--- src/pmfs_pkg.sv ---
// constants, field positions and carrier types of the power fault status bank
package pmfs_pkg;

  // command codes of the status registers
  localparam logic [7:0] CMD_SUMMARY_BYTE = 8'h78;
  localparam logic [7:0] CMD_SUMMARY_WORD = 8'h79;
  localparam logic [7:0] CMD_VOUT_STATUS = 8'h7A;
  localparam logic [7:0] CMD_IOUT_STATUS = 8'h7B;
  localparam logic [7:0] CMD_INPUT_STATUS = 8'h7C;
  localparam logic [7:0] PAGE_ONLY = 8'h00;

  // summary word bit positions
  localparam int SW_VOUT = 15;
  localparam int SW_IOUT = 14;
  localparam int SW_INPUT = 13;
  localparam int SW_MFR = 12;
  localparam int SW_PGOOD_N = 11;
  localparam int SW_UNKNOWN = 8;
  localparam int SW_BUSY = 7;
  localparam int SW_OFF = 6;
  localparam int SW_VOUT_OV = 5;
  localparam int SW_IOUT_OC = 4;
  localparam int SW_VIN_UV = 3;
  localparam int SW_TEMP = 2;
  localparam int SW_CML = 1;
  localparam int SW_OTHER = 0;

  // detail byte bit positions
  localparam int VO_OV = 7;
  localparam int VO_UV = 4;
  localparam int VO_MAX = 3;
  localparam int IO_OC = 7;
  localparam int IO_UC = 4;
  localparam int IN_OV_F = 7;
  localparam int IN_OV_W = 6;
  localparam int IN_UV_W = 5;
  localparam int IN_UV_F = 4;
  localparam int IN_OFF = 3;
  localparam int IN_OC_F = 2;
  localparam int IN_OC_W = 1;

  // read path latency and values after reset
  localparam int RD_LATENCY = 1;
  localparam logic [15:0] RD_DATA_RST = 16'h0000;
  localparam int NUM_EVENTS = 15;

  // one-cycle event pulses from the core; each sets a sticky flag
  typedef struct packed {
    logic vout_ov;
    logic vout_uv;
    logic vout_max;
    logic iout_oc;
    logic iout_uc;
    logic vin_ov_f;
    logic vin_ov_w;
    logic vin_uv_w;
    logic vin_uv_f;
    logic vin_off;
    logic iin_oc_f;
    logic iin_oc_w;
    logic busy;
    logic unknown;
    logic other;
  } pmfs_events_t;

  // live levels and summaries kept by other blocks
  typedef struct packed {
    logic out_off;
    logic power_good;
    logic temp_any;
    logic cml_any;
    logic mfr_any;
  } pmfs_levels_t;

endpackage

--- src/pmfs_sticky.sv ---
// sticky flag array: set by pulse, cleared by pulse, set wins
`timescale 1ns/1ps
module pmfs_sticky #(
  parameter int W = 8
) (
  input wire logic SYS_CLK, // core clock
  input wire logic RST, // synchronous reset, active high
  input wire logic [W-1:0] SET, // event pulses
  input wire logic CLR, // clear all flags
  output logic [W-1:0] Q // sticky flags
);

  // one flop per flag; an event in the clear cycle survives
  for (genvar i = 0; i < W; i++) begin : g_flag
    logic flag_ff;
    wire nxt_flag = SET[i] | (flag_ff & ~CLR);
    always_ff @(posedge SYS_CLK) begin
      if (RST) begin
        flag_ff <= 1'b0;
      end else begin
        flag_ff <= nxt_flag;
      end
    end
    assign Q[i] = flag_ff;
  end

endmodule

--- src/pmfs_status_bank.sv ---
// power fault status bank: sticky fault flags and status command reads
`timescale 1ns/1ps
module pmfs_status_bank (
  input wire logic SYS_CLK, // core clock, 100 MHz
  input wire logic RST, // synchronous reset, active high
  input wire pmfs_pkg::pmfs_events_t EVT, // event pulses from the core
  input wire pmfs_pkg::pmfs_levels_t LVL, // live status levels
  input wire logic CLEAR_FAULTS, // pulse: clear all sticky flags
  input wire logic [7:0] PAGE_SEL, // currently selected page
  input wire logic CMD_RD, // pulse: read command
  input wire logic CMD_WR, // pulse: write attempt
  input wire logic [7:0] CMD_CODE, // command code of the access
  output logic [15:0] RD_DATA, // read answer, low bits for byte reads
  output logic RD_VALID, // pulse: answer valid
  output logic CMD_ERR // pulse: access refused
);

  logic [pmfs_pkg::NUM_EVENTS-1:0] sticky;
  pmfs_pkg::pmfs_events_t flg;
  logic [15:0] rd_data_ff;
  logic rd_valid_ff;
  logic cmd_err_ff;

  // flags hold until cleared so the host can read summary then detail
  pmfs_sticky #(
    .W(pmfs_pkg::NUM_EVENTS)
  ) u_sticky (
    .SYS_CLK(SYS_CLK),
    .RST(RST),
    .SET(EVT),
    .CLR(CLEAR_FAULTS),
    .Q(sticky)
  );
  assign flg = pmfs_pkg::pmfs_events_t'(sticky);

  // detail bytes; unsupported and reserved positions stay zero
  wire [7:0] vout_byte = (8'(flg.vout_ov) << pmfs_pkg::VO_OV)
    | (8'(flg.vout_uv) << pmfs_pkg::VO_UV)
    | (8'(flg.vout_max) << pmfs_pkg::VO_MAX);
  wire [7:0] iout_byte = (8'(flg.iout_oc) << pmfs_pkg::IO_OC)
    | (8'(flg.iout_uc) << pmfs_pkg::IO_UC);
  wire [7:0] input_byte = (8'(flg.vin_ov_f) << pmfs_pkg::IN_OV_F)
    | (8'(flg.vin_ov_w) << pmfs_pkg::IN_OV_W)
    | (8'(flg.vin_uv_w) << pmfs_pkg::IN_UV_W)
    | (8'(flg.vin_uv_f) << pmfs_pkg::IN_UV_F)
    | (8'(flg.vin_off) << pmfs_pkg::IN_OFF)
    | (8'(flg.iin_oc_f) << pmfs_pkg::IN_OC_F)
    | (8'(flg.iin_oc_w) << pmfs_pkg::IN_OC_W);

  // summary bits; the group bits are the OR of their detail bytes
  wire sum_vout = |vout_byte;
  wire sum_iout = |iout_byte;
  wire sum_input = |input_byte;
  wire [7:0] summary_byte = (8'(flg.busy) << pmfs_pkg::SW_BUSY)
    | (8'(LVL.out_off) << pmfs_pkg::SW_OFF)
    | (8'(flg.vout_ov) << pmfs_pkg::SW_VOUT_OV)
    | (8'(flg.iout_oc) << pmfs_pkg::SW_IOUT_OC)
    | (8'(flg.vin_uv_f) << pmfs_pkg::SW_VIN_UV)
    | (8'(LVL.temp_any) << pmfs_pkg::SW_TEMP)
    | (8'(LVL.cml_any) << pmfs_pkg::SW_CML)
    | (8'(flg.other) << pmfs_pkg::SW_OTHER);
  wire [15:0] summary_word = (16'(sum_vout) << pmfs_pkg::SW_VOUT)
    | (16'(sum_iout) << pmfs_pkg::SW_IOUT)
    | (16'(sum_input) << pmfs_pkg::SW_INPUT)
    | (16'(LVL.mfr_any) << pmfs_pkg::SW_MFR)
    | (16'(!LVL.power_good) << pmfs_pkg::SW_PGOOD_N)
    | (16'(flg.unknown) << pmfs_pkg::SW_UNKNOWN)
    | {8'h00, summary_byte};

  // command decode; only page zero exists, reads on other pages are refused
  wire page_ok = (PAGE_SEL == pmfs_pkg::PAGE_ONLY);
  wire hit_byte = (CMD_CODE == pmfs_pkg::CMD_SUMMARY_BYTE);
  wire hit_word = (CMD_CODE == pmfs_pkg::CMD_SUMMARY_WORD);
  wire hit_vout = (CMD_CODE == pmfs_pkg::CMD_VOUT_STATUS);
  wire hit_iout = (CMD_CODE == pmfs_pkg::CMD_IOUT_STATUS);
  wire hit_input = (CMD_CODE == pmfs_pkg::CMD_INPUT_STATUS);
  wire hit_any = hit_byte | hit_word | hit_vout | hit_iout | hit_input;
  wire rd_ok = CMD_RD & hit_any & page_ok;
  // a write to any of these read-only codes changes nothing and is refused
  wire wr_bad = CMD_WR & hit_any;
  wire rd_bad = CMD_RD & ~(hit_any & page_ok);
  wire [15:0] sel_data = hit_word ? summary_word
    : hit_byte ? {8'h00, summary_byte}
    : hit_vout ? {8'h00, vout_byte}
    : hit_iout ? {8'h00, iout_byte}
    : hit_input ? {8'h00, input_byte}
    : pmfs_pkg::RD_DATA_RST;
  wire [15:0] nxt_rd_data = rd_ok ? sel_data : rd_data_ff;
  wire nxt_cmd_err = rd_bad | wr_bad;

  // answer registers; data holds between reads so a slow host is safe
  always_ff @(posedge SYS_CLK) begin
    if (RST) begin
      rd_data_ff <= pmfs_pkg::RD_DATA_RST;
      rd_valid_ff <= 1'b0;
      cmd_err_ff <= 1'b0;
    end else begin
      rd_data_ff <= nxt_rd_data;
      rd_valid_ff <= rd_ok;
      cmd_err_ff <= nxt_cmd_err;
    end
  end

  assign RD_DATA = rd_data_ff;
  assign RD_VALID = rd_valid_ff;
  assign CMD_ERR = cmd_err_ff;

  // word read returns the summary byte in its low half
  AST_WORD_LOW_IS_BYTE: assert property (
    @(posedge SYS_CLK) disable iff (RST)
    summary_word[7:0] == summary_byte && summary_word[10:9] == 2'b00)
    else $error("summary word low byte differs from summary byte");

  // an output voltage event shows in bit 15 on the next cycle
  AST_VOUT_GROUP: assert property (
    @(posedge SYS_CLK) disable iff (RST)
    (EVT.vout_uv | EVT.vout_max) |=> summary_word[pmfs_pkg::SW_VOUT])
    else $error("output voltage event not seen in summary bit 15");

  // output current fault reaches bit 14 and bit 4
  AST_IOUT_GROUP: assert property (
    @(posedge SYS_CLK) disable iff (RST)
    EVT.iout_oc |=> summary_word[pmfs_pkg::SW_IOUT] && summary_word[pmfs_pkg::SW_IOUT_OC])
    else $error("output current fault not seen in summary");

  // input events reach bit 13
  AST_INPUT_GROUP: assert property (
    @(posedge SYS_CLK) disable iff (RST)
    (EVT.vin_ov_w | EVT.iin_oc_w | EVT.vin_off) |=> summary_word[pmfs_pkg::SW_INPUT])
    else $error("input event not seen in summary bit 13");

  // power-good low reads as bit 11 set
  AST_PGOOD_N: assert property (
    @(posedge SYS_CLK) disable iff (RST)
    summary_word[pmfs_pkg::SW_PGOOD_N] == !LVL.power_good)
    else $error("summary bit 11 does not track power good");

  // a word read answers one cycle later with the word as it stood
  AST_READ_WORD: assert property (
    @(posedge SYS_CLK) disable iff (RST)
    (CMD_RD && hit_word && page_ok) |=> RD_VALID && RD_DATA == $past(summary_word))
    else $error("word read answer wrong or late");

  // busy event sticks until cleared, and survives a clear in the same cycle
  AST_BUSY_STICKS: assert property (
    @(posedge SYS_CLK) disable iff (RST)
    EVT.busy ##1 !CLEAR_FAULTS [*2] |-> summary_byte[pmfs_pkg::SW_BUSY])
    else $error("busy flag lost before a clear");

  // off level appears directly in bit 6
  AST_OFF_BIT: assert property (
    @(posedge SYS_CLK) disable iff (RST)
    summary_byte[pmfs_pkg::SW_OFF] == LVL.out_off)
    else $error("summary bit 6 does not follow output off");

  // detail byte reads keep unsupported positions at zero
  AST_VOUT_RESERVED: assert property (
    @(posedge SYS_CLK) disable iff (RST)
    (CMD_RD && hit_vout && page_ok) |=> RD_DATA[15:8] == 8'h00 && RD_DATA[6:5] == 2'b00
      && RD_DATA[2:0] == 3'h0)
    else $error("unsupported output voltage bits read nonzero");

  // writes to the status codes are refused and leave the flags untouched
  AST_WRITE_IGNORED: assert property (
    @(posedge SYS_CLK) disable iff (RST)
    (CMD_WR && hit_any && !CLEAR_FAULTS) |=> CMD_ERR && sticky == ($past(sticky) | $past(EVT)))
    else $error("write to read-only status was not ignored");

  // current detail bits feed the group bit exactly
  AST_IOUT_OR: assert property (
    @(posedge SYS_CLK) disable iff (RST)
    summary_word[pmfs_pkg::SW_IOUT] == (flg.iout_oc | flg.iout_uc))
    else $error("summary bit 14 is not the OR of its detail byte");

  // a read on a page other than zero is refused with no data
  AST_PAGE_REFUSED: assert property (
    @(posedge SYS_CLK) disable iff (RST)
    (CMD_RD && !page_ok) |=> CMD_ERR && !RD_VALID)
    else $error("read on a nonzero page was not refused");

  // output overvoltage lands in the detail byte and in summary bit 5
  AST_VOUT_OV_SET: assert property (
    @(posedge SYS_CLK) disable iff (RST)
    EVT.vout_ov |=> vout_byte[pmfs_pkg::VO_OV] && summary_byte[pmfs_pkg::SW_VOUT_OV])
    else $error("output overvoltage event not flagged");

  // output undervoltage lands in detail bit 4
  AST_VOUT_UV_SET: assert property (
    @(posedge SYS_CLK) disable iff (RST)
    EVT.vout_uv |=> vout_byte[pmfs_pkg::VO_UV])
    else $error("output undervoltage event not flagged");

  // maximum output voltage warning lands in detail bit 3
  AST_VOUT_MAX_SET: assert property (
    @(posedge SYS_CLK) disable iff (RST)
    EVT.vout_max |=> vout_byte[pmfs_pkg::VO_MAX])
    else $error("output voltage maximum warning not flagged");

  // undercurrent lands in detail bit 4 and raises the current group bit
  AST_IOUT_UC_SET: assert property (
    @(posedge SYS_CLK) disable iff (RST)
    EVT.iout_uc |=> iout_byte[pmfs_pkg::IO_UC] && summary_word[pmfs_pkg::SW_IOUT])
    else $error("output undercurrent event not flagged");

  // input undervoltage fault lands in the detail byte and in summary bit 3
  AST_VIN_UV_SET: assert property (
    @(posedge SYS_CLK) disable iff (RST)
    EVT.vin_uv_f |=> input_byte[pmfs_pkg::IN_UV_F] && summary_byte[pmfs_pkg::SW_VIN_UV])
    else $error("input undervoltage fault not flagged");

  // input overvoltage warning lands in detail bit 6
  AST_VIN_OV_WARN_SET: assert property (
    @(posedge SYS_CLK) disable iff (RST)
    EVT.vin_ov_w |=> input_byte[pmfs_pkg::IN_OV_W])
    else $error("input overvoltage warning not flagged");

  // input undervoltage warning lands in detail bit 5
  AST_VIN_UV_WARN_SET: assert property (
    @(posedge SYS_CLK) disable iff (RST)
    EVT.vin_uv_w |=> input_byte[pmfs_pkg::IN_UV_W])
    else $error("input undervoltage warning not flagged");

  // shutdown for low input lands in detail bit 3
  AST_VIN_OFF_SET: assert property (
    @(posedge SYS_CLK) disable iff (RST)
    EVT.vin_off |=> input_byte[pmfs_pkg::IN_OFF])
    else $error("low input shutdown not flagged");

  // input overcurrent fault lands in detail bit 2
  AST_IIN_OC_FAULT_SET: assert property (
    @(posedge SYS_CLK) disable iff (RST)
    EVT.iin_oc_f |=> input_byte[pmfs_pkg::IN_OC_F])
    else $error("input overcurrent fault not flagged");

  // input overcurrent warning lands in detail bit 1
  AST_IIN_OC_WARN_SET: assert property (
    @(posedge SYS_CLK) disable iff (RST)
    EVT.iin_oc_w |=> input_byte[pmfs_pkg::IN_OC_W])
    else $error("input overcurrent warning not flagged");

  // vendor summary is a live level, not latched here
  AST_MFR_BIT: assert property (
    @(posedge SYS_CLK) disable iff (RST)
    summary_word[pmfs_pkg::SW_MFR] == LVL.mfr_any)
    else $error("summary bit 12 does not follow vendor status");

  // an uncovered fault sets bit 8 on the next cycle
  AST_UNKNOWN_SET: assert property (
    @(posedge SYS_CLK) disable iff (RST)
    EVT.unknown |=> summary_word[pmfs_pkg::SW_UNKNOWN])
    else $error("uncovered fault not seen in summary bit 8");

  // temperature and comms summaries come straight from their owners
  AST_TEMP_CML: assert property (
    @(posedge SYS_CLK) disable iff (RST)
    summary_byte[pmfs_pkg::SW_TEMP] == LVL.temp_any
      && summary_byte[pmfs_pkg::SW_CML] == LVL.cml_any)
    else $error("summary bits 2 or 1 do not follow their levels");

  // any other status change sets bit 0 on the next cycle
  AST_OTHER_SET: assert property (
    @(posedge SYS_CLK) disable iff (RST)
    EVT.other |=> summary_byte[pmfs_pkg::SW_OTHER])
    else $error("other status change not seen in summary bit 0");

  // an event in the clear cycle must not be lost
  AST_SET_BEATS_CLEAR: assert property (
    @(posedge SYS_CLK) disable iff (RST)
    (EVT.busy && CLEAR_FAULTS) |=> summary_byte[pmfs_pkg::SW_BUSY])
    else $error("busy event lost to a same-cycle clear");

  // voltage group bit is exactly the OR of its detail flags
  AST_VOUT_OR: assert property (
    @(posedge SYS_CLK) disable iff (RST)
    summary_word[pmfs_pkg::SW_VOUT] == (flg.vout_ov | flg.vout_uv | flg.vout_max))
    else $error("summary bit 15 is not the OR of its detail byte");

  // input group bit is exactly the OR of its detail flags
  AST_INPUT_OR: assert property (
    @(posedge SYS_CLK) disable iff (RST)
    summary_word[pmfs_pkg::SW_INPUT] == (flg.vin_ov_f | flg.vin_ov_w | flg.vin_uv_w
      | flg.vin_uv_f | flg.vin_off | flg.iin_oc_f | flg.iin_oc_w))
    else $error("summary bit 13 is not the OR of its detail byte");

  // a byte read answers with the summary byte and a clear high half
  AST_READ_BYTE: assert property (
    @(posedge SYS_CLK) disable iff (RST)
    (CMD_RD && hit_byte && page_ok) |=> RD_VALID && RD_DATA == {8'h00, $past(summary_byte)})
    else $error("summary byte read answer wrong or late");

  // a voltage detail read answers with the byte as it stood
  AST_READ_VOUT: assert property (
    @(posedge SYS_CLK) disable iff (RST)
    (CMD_RD && hit_vout && page_ok) |=> RD_VALID && RD_DATA == {8'h00, $past(vout_byte)})
    else $error("output voltage read answer wrong or late");

  // a current detail read answers with the byte, reserved bits 6:5 and 3:0 clear
  AST_READ_IOUT: assert property (
    @(posedge SYS_CLK) disable iff (RST)
    (CMD_RD && hit_iout && page_ok) |=> RD_VALID && RD_DATA == {8'h00, $past(iout_byte)}
      && RD_DATA[6:5] == 2'b00 && RD_DATA[3:0] == 4'h0)
    else $error("output current read answer wrong or late");

  // an input detail read answers with the byte, bit 0 clear
  AST_READ_INPUT: assert property (
    @(posedge SYS_CLK) disable iff (RST)
    (CMD_RD && hit_input && page_ok) |=> RD_VALID && RD_DATA == {8'h00, $past(input_byte)}
      && RD_DATA[0] == 1'b0)
    else $error("input status read answer wrong or late");

  // a write alone never disturbs the standing answer
  AST_WRITE_KEEPS_DATA: assert property (
    @(posedge SYS_CLK) disable iff (RST)
    (CMD_WR && !CMD_RD) |=> $stable(RD_DATA) && !RD_VALID)
    else $error("write changed the read answer");

  // a refused read leaves the last good answer standing
  AST_REFUSED_KEEPS_DATA: assert property (
    @(posedge SYS_CLK) disable iff (RST)
    (CMD_RD && !(hit_any && page_ok)) |=> $stable(RD_DATA) && !RD_VALID && CMD_ERR)
    else $error("refused read changed the answer or was not flagged");

endmodule

--- config.mk ---
export PLATFORM = sky130hd
export DESIGN_NAME = pmfs_status_bank
export DESIGN_NICKNAME = d
export VERILOG_FILES = /design/src/pmfs_pkg.sv /design/src/pmfs_sticky.sv /design/src/pmfs_status_bank.sv
export SDC_FILE = /design/constraint.sdc
export NUM_CORES = 1
export LEC_CHECK = 0
export BUFFER_PORTS_ARGS = -buffer_cell sky130_fd_sc_hd__buf_2
export CAP_MARGIN = 30
export CORE_UTILIZATION = 45
export CTS_BUF_LIST = sky130_fd_sc_hd__clkbuf_4
export CTS_CLUSTER_DIAMETER = 120
export DETAILED_ROUTE_END_ITERATION = 8
export PLACE_DENSITY = 0.77
export SLEW_MARGIN = 40
export SYNTH_ARGS = -nofsm -noshare
export SYNTH_HDL_FRONTEND = slang
export SYNTH_HIERARCHICAL = 1
export SYNTH_SLANG_ARGS = --single-unit
export TNS_END_PERCENT = 100
--- constraint.sdc ---
create_clock -name SYS_CLK -period 2.8 [get_ports SYS_CLK]
set_input_delay 0.28 -clock SYS_CLK [delete_from_list [all_inputs] [get_ports SYS_CLK]]
set_output_delay 0.28 -clock SYS_CLK [all_outputs]
set_load 0.05 [all_outputs]
Word level (Yosys, flattened, before mapping). Cells that the tools add are included.

Bits in registers: 33. Bits of input ports: 41. Output and inout port bits: 18. Word-level logic and storage cells: 97.

Eq/ne operators: 5. Muxes and demuxes: 5. Bitwise logic cells: 64. Reductions and logical operators: 5.

Operators with widths (count): 16-bit 2-to-1 mux (4); 8-bit by 7-bit == test with 1-bit output, second input constant (5); 8-bit by 5-bit bitwise OR with 8-bit output (4); 8-bit by 4-bit bitwise OR with 8-bit output (3); 8-bit OR reduction (3); 1-bit bitwise AND (20); 1-bit bitwise OR (20); 16-bit by 12-bit bitwise OR with 16-bit output (1); 16-bit by 13-bit bitwise OR with 16-bit output (1); 16-bit by 14-bit bitwise OR with 16-bit output (1); 16-bit by 15-bit bitwise OR with 16-bit output (1); 16-bit by 8-bit bitwise OR with 16-bit output (1); 16-bit by 9-bit bitwise OR with 16-bit output (1); 8-bit by 2-bit bitwise OR with 8-bit output (2); 8-bit by 3-bit bitwise OR with 8-bit output (2); 8-bit by 6-bit bitwise OR with 8-bit output (2); 8-bit by 7-bit bitwise OR with 8-bit output (2); 8-bit logical NOT (1); 8-bit 2-to-1 mux (1); 8-bit by 1-bit bitwise OR with 8-bit output (1); 1-bit inverter (2); 1-bit logical NOT (1).

Logic depth before layout (Yosys ltp). Gate-level depths: netlist of run 1.

Depth after elaboration: 13. Mapped depth: 5. Mapped depth without buffers: 4.

Modules after synthesis. Netlist of run 1, hierarchy kept.

By module, submodules not included: pmfs_status_bank (instances 1, cells an instance 114, area each 1014.7 um2, seq. area each 320.3 um2); pmfs_sticky (instances 1, cells an instance 77, area each 769.5 um2, seq. area each 300.3 um2).

Least setup slack after synthesis of run 1. No wires, ideal clock.

Path type: flip-flop to flip-flop. Start: reg u_sticky.g_flag[6].flag_ff. End: reg rd_data_ff[13], in the netlist RD_DATA[13]. Arrival: 1269 ps. Path slack: 1400 ps. Stages on the path, launching flop included: 5. Path buffers: 1. Period minus slack after synthesis: 1400 ps. Cell sequence: dfxtp_1 buf_4 or4_1 o41ai_1 mux2i_1.

Longest elaborated chain between the ends: 11.

RTL lines: start: declaration (RTL line pmfs_sticky.sv:15) `logic flag_ff;`; start signal: assignment (RTL line pmfs_sticky.sv:21) `flag_ff <= nxt_flag;`; 8-bit by 5-bit bitwise OR with 8-bit output (RTL line pmfs_status_bank.sv:45) `| (8'(flg.vin_uv_f) << pmfs_pkg::IN_UV_F)`; 8-bit by 4-bit bitwise OR with 8-bit output (RTL line pmfs_status_bank.sv:46) `| (8'(flg.vin_off) << pmfs_pkg::IN_OFF)`; 8-bit by 3-bit bitwise OR with 8-bit output (RTL line pmfs_status_bank.sv:47) `| (8'(flg.iin_oc_f) << pmfs_pkg::IN_OC_F)`; 8-bit by 2-bit bitwise OR with 8-bit output (RTL line pmfs_status_bank.sv:48) `| (8'(flg.iin_oc_w) << pmfs_pkg::IN_OC_W);`; 8-bit OR reduction (RTL line pmfs_status_bank.sv:53) `wire sum_input = |input_byte;`; 16-bit by 14-bit bitwise OR with 16-bit output (RTL line pmfs_status_bank.sv:64) `| (16'(sum_input) << pmfs_pkg::SW_INPUT)`; 16-bit by 13-bit bitwise OR with 16-bit output (RTL line pmfs_status_bank.sv:65) `| (16'(LVL.mfr_any) << pmfs_pkg::SW_MFR)`; 16-bit by 12-bit bitwise OR with 16-bit output (RTL line pmfs_status_bank.sv:66) `| (16'(!LVL.power_good) << pmfs_pkg::SW_PGOOD_N)`; 16-bit by 9-bit bitwise OR with 16-bit output (RTL line pmfs_status_bank.sv:67) `| (16'(flg.unknown) << pmfs_pkg::SW_UNKNOWN)`; 16-bit by 8-bit bitwise OR with 16-bit output (RTL line pmfs_status_bank.sv:68) `| {8'h00, summary_byte};`; 16-bit 2-to-1 mux (RTL line pmfs_status_bank.sv:82) `wire [15:0] sel_data = hit_word ? summary_word`; end signal: assignment (RTL line pmfs_status_bank.sv:94) `rd_data_ff <= pmfs_pkg::RD_DATA_RST;`; end signal: assignment (RTL line pmfs_status_bank.sv:98) `rd_data_ff <= nxt_rd_data;`; end: declaration (RTL line pmfs_status_bank.sv:20) `logic [15:0] rd_data_ff;`.

No other way between the ends. A chain may end at the register's enable or synchronous reset.

Worst setup path after layout of run 1.
Start: in CMD_CODE[0]. End: reg rd_data_ff[6], in the netlist RD_DATA[6].

Longest elaborated chain between the ends: 7. Elaborated cells between the ends (all ways): 16. Classes of those cells: eq/ne: 5; mux: 5; bitwise: 6.

RTL lines: start: declaration (RTL line pmfs_status_bank.sv:12) `input wire logic [7:0] CMD_CODE,`; 8-bit by 7-bit == test with 1-bit output, on equally long branches (RTL line pmfs_status_bank.sv:72, pmfs_status_bank.sv:73); 1-bit bitwise OR (4 in series) (RTL line pmfs_status_bank.sv:77) `wire hit_any = hit_byte | hit_word | hit_vout | hit_iout | hit_input;`; 1-bit bitwise AND (2 in series) (RTL line pmfs_status_bank.sv:78) `wire rd_ok = CMD_RD & hit_any & page_ok;`.

Parallel ways exist; a longest one is shown, timed or not.

==> results of run 1 <==
## critical path: stages
cell	delay, ps
buf_2	170
o21ai_0	220
nand3_2	150
nor2_4	430
mux2_2	400
## kinds of logic (layout without fill, tap and decap cells)
| logic type | after synthesis | after routing |
|---|---|---|
| other cells | 1 | 2 |
| buf+inv | 42 | 82 |
| simple gates | 70 | 70 |
| mux | 15 | 15 |
| flops | 31 | 31 |
| compound gates | 32 | 32 |
## final cells by class
cell class                      instances  area, µm²  area share, %
Timing Repair Buffer                   57        288           14.4
Inverter                               17       63.8           3.19
Clock inverter                          2       7.51          0.375
Sequential cell                        31        621           31.0
Tap cell                               48       60.1           3.00
Multi-Input combinational cell        119        915           45.7
Clock buffer                            6       45.0           2.25
## synth_stat cells, types with 2 or more instances
cell type / count
buf_2: 3
mux2i_1: 11
nor4_1: 5
a2bb2oi_1: 4
a21oi_1: 7
nand2b_1: 20
nor4_4: 2
nand2b_4: 10
o21ai_0: 7
nor2_1: 3
buf_4: 17
nand4b_1: 2
nand3_2: 2
mux2_2: 4
nor3_1: 5
nand2_1: 11
inv_1: 17
clkbuf_1: 2
a21oi_2: 10
nor2b_1: 6
dfxtp_1: 31
## state kept, by name, summed over array words and instances (netlist names)
signal	cells
RD_DATA	14
CMD_ERR	1
RD_VALID	1
u_sticky/g_flag.flag_ff	15
## stage by stage
stage               instances  setup slack, ps  cell area [µm²]  util [%]  hold slack [ps]
floorplan                 192             1400             1790         -              349
global placement          272             1050             1950      52.0              464
detailed placement        272             1020             1950      52.0              461
CTS                       280             1370             2000      53.4              156
global route              280             1290             2000      53.4              157
finish                    280             1380             2000      53.4              159
## power groups by stage
stage / Combinational, mW / Clock, mW / Sequential [mW]
after CTS: 0.120 / 0.261 / 0.472
after global placement: 0.118 / 0 / 0.482
after detailed placement: 0.120 / 0 / 0.483
final: 0.119 / 0.253 / 0.472
after floorplan: 0.0966 / 0 / 0.479
after global routing: 0.130 / 0.279 / 0.474
## path summary, 6_finish.rpt
kind,from,to,depth (start not counted)
hold reg to reg,RD_DATA[11],RD_DATA[11],2
setup / recovery,CMD_CODE[0],RD_DATA[6],5
hold / removal,EVT[14],u_sticky/g_flag[14].flag_ff,3
setup reg to reg,u_sticky/g_flag[6].flag_ff,RD_DATA[13],3
## routing by layer
metal	GRT usage, %	share of wire (%)
met1	21.5	48
met4	10.3	1.8
met2	22.7	44
met3	5.99	6.3
met5	0	0
==> metrics.md, run 1 <==
| Metric | Value |
|---|---|
| Outcome | `complete, no violations` |
| Worst reg2reg setup slack | `1440 ps` |
| Initial DRC Count | `78` |
| Synth Area in XOR/XNOR | `0%` |
| Internal Power | `616 µW` |
| CTS resizes | `0` |
| Routed Antenna Nets | `0` |
| Clock root buffer master | `clkbuf_4` |
| Slew Viols, Final | `0` |
| Final Hold Violating Endpoints | `0` |
| Unrepaired setup endpoints after global routing | `false` |
| Mapped cell area | `0.00178 mm²` |
| Number of synthesized flops with an enable pin | `0` |
| Initial antenna violation count | `0` |
| I/O pin cnt | `59` |
| Final Cycle Share | `50.9%` |
| Net Sw Power | `229 µW` |
| Routed len/inst | `11.9 µm` |
| Critical path data arrival time | `1650 ps` |
| Synth Area in Compound Gates | `12.6%` |
| Seq pwr share | `55.9%` |
| Final Setup Violations | `0` |
| Sequential area share after synthesis | `34.8%` |
| # nets final | `272` |
| Pwr dens | `422 mW/mm²` |
| # rows | `22` |
| Syn_area_per_cell | `9.34 µm²` |
| Clk pwr share | `30.0%` |
| Post-DP HPWL | `2.53 mm` |
| Commonest non-fill, non-tap cell in the layout | `buf_2` |
| Starting density of the core | `47.7%` |
| IO buf count | `56` |
| Leakage power | `0.884 nW` |
| Simple-gate share of the synthesized area | `29.5%` |
| H-Tree Depth | `2` |
| Crit Path Max Fanout | `14` |
| Share of cells above drive strength 1 | `39.7%` |
| Worst EP required | `3020 ps` |
| Worst Skew | `12.9 ps` |
| Yosys warnings | `6` |
| Commonest non-fill, non-tap cells in the layout | `56 x buf_2, 31 x dfxtp_1, 20 x nand2b_1, 17 x inv_1` |
| Async S/R FF share, synth | `0%` |
| Vert. Die Dim | `65.0 µm` |
| Pre-Repair DR Iteration Count | `4` |
| Synth area leaders | `dfxtp_1 35%, nand2b_4 7.7%, buf_4 7.2%, nand2b_1 7.0%, mux2i_1 6.2%` |
| Largest net degree at the start of global routing | `23` |
| Clock buffer count from CTS | `5` |
| Synth Area in Adders | `0%` |
| Mapped Cells | `191` |
| First-pass GRT wire length | `5.11 mm` |
| Fillcell total | `374` |
| Final critical-path required period | `1420 ps` |
| Number of max-cap violations | `0` |
| Number of post-CTS setup repair buffers | `0` |
| Total wire length | `3.34 mm` |
| Grt total ovfl | `0` |
| CTS Hold Bufs | `0` |
| CP Capture Type | `flip-flop` |
| Gr usage total | `16.5%` |
| Gpl congestion | `0.902` |
| Worst Setup Start Kind | `primary input` |
| Routed via count | `1370` |
| DRC | `0` |
| CTS tree | `yes` |
| Die area | `0.00422 mm²` |
| Logic pwr share | `14.1%` |
| Maximum root-to-sink buffer count | `2` |
| Synth area leader | `dfxtp_1` |
| Synth Register Bits | `31` |
| Diode count | `0` |
| Die span in x | `65.0 µm` |
| Switching part of the total power | `27.1%` |
| CP Class | `primary input to flip-flop` |
| Worst-path clk slew | `90 ps` |
| Total power after layout | `845 µW` |
| Yosys top cell area share | `34.8%` |
| Max IR drop VDD | `245 µV` |
| Area of the core | `0.00374 mm²` |
| Mux cell area share after synthesis | `8.70%` |
| CTS Sinks | `31` |
| Setup tns final | `0 ps` |
| Hold Path Class | `primary input to flip-flop` |
| Area Growth Syn to Fin | `12.1%` |
| Main flop type after synthesis | `dfxtp_1` |
| Fmax | `702 MHz` |
| Largest family of logic cells by synthesized area | `simple AND/OR/NAND/NOR gates` |
| Vias in the first global route | `1118` |
| Post-synthesis cell type count | `33` |
| Vias per inst | `4.89` |
| Clock latency on the worst-skew pair | `340 ps` |
Note: power is estimated with default switching activity, not from simulation.
==> inputs of run 2 (changes only) <==
==> constraint.sdc (replaced) <==
create_clock -name SYS_CLK -period 1.5 [get_ports SYS_CLK]
set_input_delay 0.15 -clock SYS_CLK [delete_from_list [all_inputs] [get_ports SYS_CLK]]
set_output_delay 0.15 -clock SYS_CLK [all_outputs]
set_load 0.05 [all_outputs]
==> run 2 against run 1 <==
Hold slack worse by 110 ps; worst setup slack worse by 1200 ps; clock power up 71%; global-route usage up 0.41 points; cell count up 1.8%; final area up 2.3%; via count up 1.3%; critical endpoint is now RD_DATA[13]; highest routed layer unchanged.
==> metrics.md, run 2 (same netlist as run 1, synthesis figures left out) <==
| Metric | Value |
|---|---|
| Max reg flops | `15` |
| Clock root buffer master | `clkbuf_4` |
| Delay-heaviest family, CP | `simple AND/OR/NAND/NOR gates` |
| Fmax | `745 MHz` |
| Internal Power | `1.15 mW` |
| Setup tns final | `0 ps` |
| H-Tree Depth | `2` |
| Routed via count | `1388` |
| CTS Sinks | `31` |
| Dpl cell area | `0.00200 mm²` |
| Switching part of the total power | `25.5%` |
| Gr usage total | `16.9%` |
| Vert. Die Dim | `65.0 µm` |
| Grt total ovfl | `0` |
| Worst Setup Start Kind | `flip-flop` |
| Slew Viols, Final | `0` |
| Final critical-path required period | `1340 ps` |
| Critical-path cell list | `or4_1 > o41ai_1 > mux2i_1` |
| Worst EP required | `1700 ps` |
| Worst-path clk slew | `80 ps` |
| Initial DRC Count | `30` |
| Share of cells above drive strength 1 | `41.8%` |
| Total wire length | `3.21 mm` |
| Post-DP HPWL | `2.56 mm` |
| Vias in the first global route | `1203` |
| First-pass GRT wire length | `5.30 mm` |
| Routed len/inst | `11.3 µm` |
| I/O pin cnt | `59` |
| Hold Path Class | `primary input to flip-flop` |
| Clock latency on the worst-skew pair | `330 ps` |
| Number of post-CTS setup repair buffers | `0` |
| Pwr dens | `757 mW/mm²` |
| WHS | `49.4 ps` |
| Outcome | `complete, no violations` |
| CTS Hold Bufs | `0` |
| Starting density of the core | `47.7%` |
| Final Setup Violations | `0` |
| CP Capture Type | `flip-flop` |
| Area Growth Syn to Fin | `14.6%` |
| Critical path buffers and inverters | `0` |
| DRC | `0` |
| Largest net degree at the start of global routing | `27` |
| Leakage power | `0.916 nW` |
| Unrepaired setup endpoints after global routing | `false` |
| Fin util | `54.6%` |
| Clk pwr share | `28.0%` |
| Routed Antenna Nets | `0` |
| # nets final | `279` |
| Commonest non-fill, non-tap cells in the layout | `56 x buf_2, 31 x dfxtp_1, 20 x nand2b_1, 17 x inv_1` |
| Gpl congestion | `0.892` |
| Max IR drop VDD | `596 µV` |
| Final Cycle Share | `89.5%` |
| IO buf count | `56` |
| Initial antenna violation count | `0` |
| Die span in x | `65.0 µm` |
| Number of max-cap violations | `0` |
| CP Class | `flip-flop to flip-flop` |
| CTS tree | `yes` |
| Post-place setup slack | `67.5 ps` |
| Area of the core | `0.00374 mm²` |
| Clock buffer count from CTS | `5` |
| CTS resizes | `0` |
| Final Cell Area | `0.00204 mm²` |
| Net Sw Power | `395 µW` |
| Fillcell total | `374` |
| Die area | `0.00422 mm²` |
| Pre-Repair DR Iteration Count | `4` |
| Logic pwr share | `15.4%` |
| Commonest non-fill, non-tap cell in the layout | `buf_2` |
| Final Hold Violating Endpoints | `0` |
| Largest Register | `u_sticky/g_flag.flag_ff` |
| # rows | `22` |
| Max stage delay on crit path | `500 ps` |
| Worst path slowest cell | `or4_1` |
| Vias per inst | `4.87` |
| Worst reg2reg setup slack | `160 ps` |
| Seq pwr share | `56.7%` |
| Setup ws final | `157 ps` |
| Worst Skew | `6.28 ps` |
| Maximum root-to-sink buffer count | `2` |
| Diode count | `0` |
| Crit Path Max Fanout | `3` |
| Critical path data arrival time | `1540 ps` |
run 2: cell types whose count changed in the layout (fill, tap and decap cells not counted):
cell / delta
buf_4: +7
clkinv_1: -2
run 2: metrics by stage:
step,total power [mW],cells
detailed placement,1.14,279
finish,1.55,285
CTS,1.57,285
global route,1.64,285
floorplan,1.07,192
global placement,1.13,279
run 2: area by class of cell:
class	count	area, µm²	share of cell area [%]
clock buffers	6	45.0	2.20
well taps	48	60.1	2.94
multi-input cells	119	915	44.7
repair buffers	64	340	16.6
inverters	17	63.8	3.12
flip-flops and latches	31	621	30.4
run 2: tightest hold or removal path: cells and delay by family:
kind,cells,cell delay (ps)
buf+inv,2,130
compound gates,1,50
run 2: worst paths after layout:
kind	startpoint	endpoint	cells after the start
worst max-delay path	u_sticky/g_flag[7].flag_ff	RD_DATA[13]	3
worst min-delay path	EVT[14]	u_sticky/g_flag[14].flag_ff	3
worst max register to register	u_sticky/g_flag[7].flag_ff	RD_DATA[13]	3
worst min register to register	RD_DATA[11]	RD_DATA[11]	2
run 2: metal layers:
| metal | GRT usage [%] | up-vias | wire length (µm) |
|---|---|---|---|
| met5 | 0 | - | 0 |
| met4 | 5.83 | 0 | 43 |
| met3 | 7.04 | 5 | 197 |
| met2 | 25.7 | 40 | 1450 |
| met1 | 21.3 | 630 | 1530 |
| li1 | - | 713 | - |
run 2: power groups by stage:
stage / combinational [mW] / sequential (mW) / clock [mW]
after floorplan: 0.180 / 0.895 / 0
after global placement: 0.236 / 0.896 / 0
after detailed placement: 0.239 / 0.897 / 0
after CTS: 0.239 / 0.878 / 0.451
after global routing: 0.259 / 0.882 / 0.502
final: 0.238 / 0.877 / 0.433
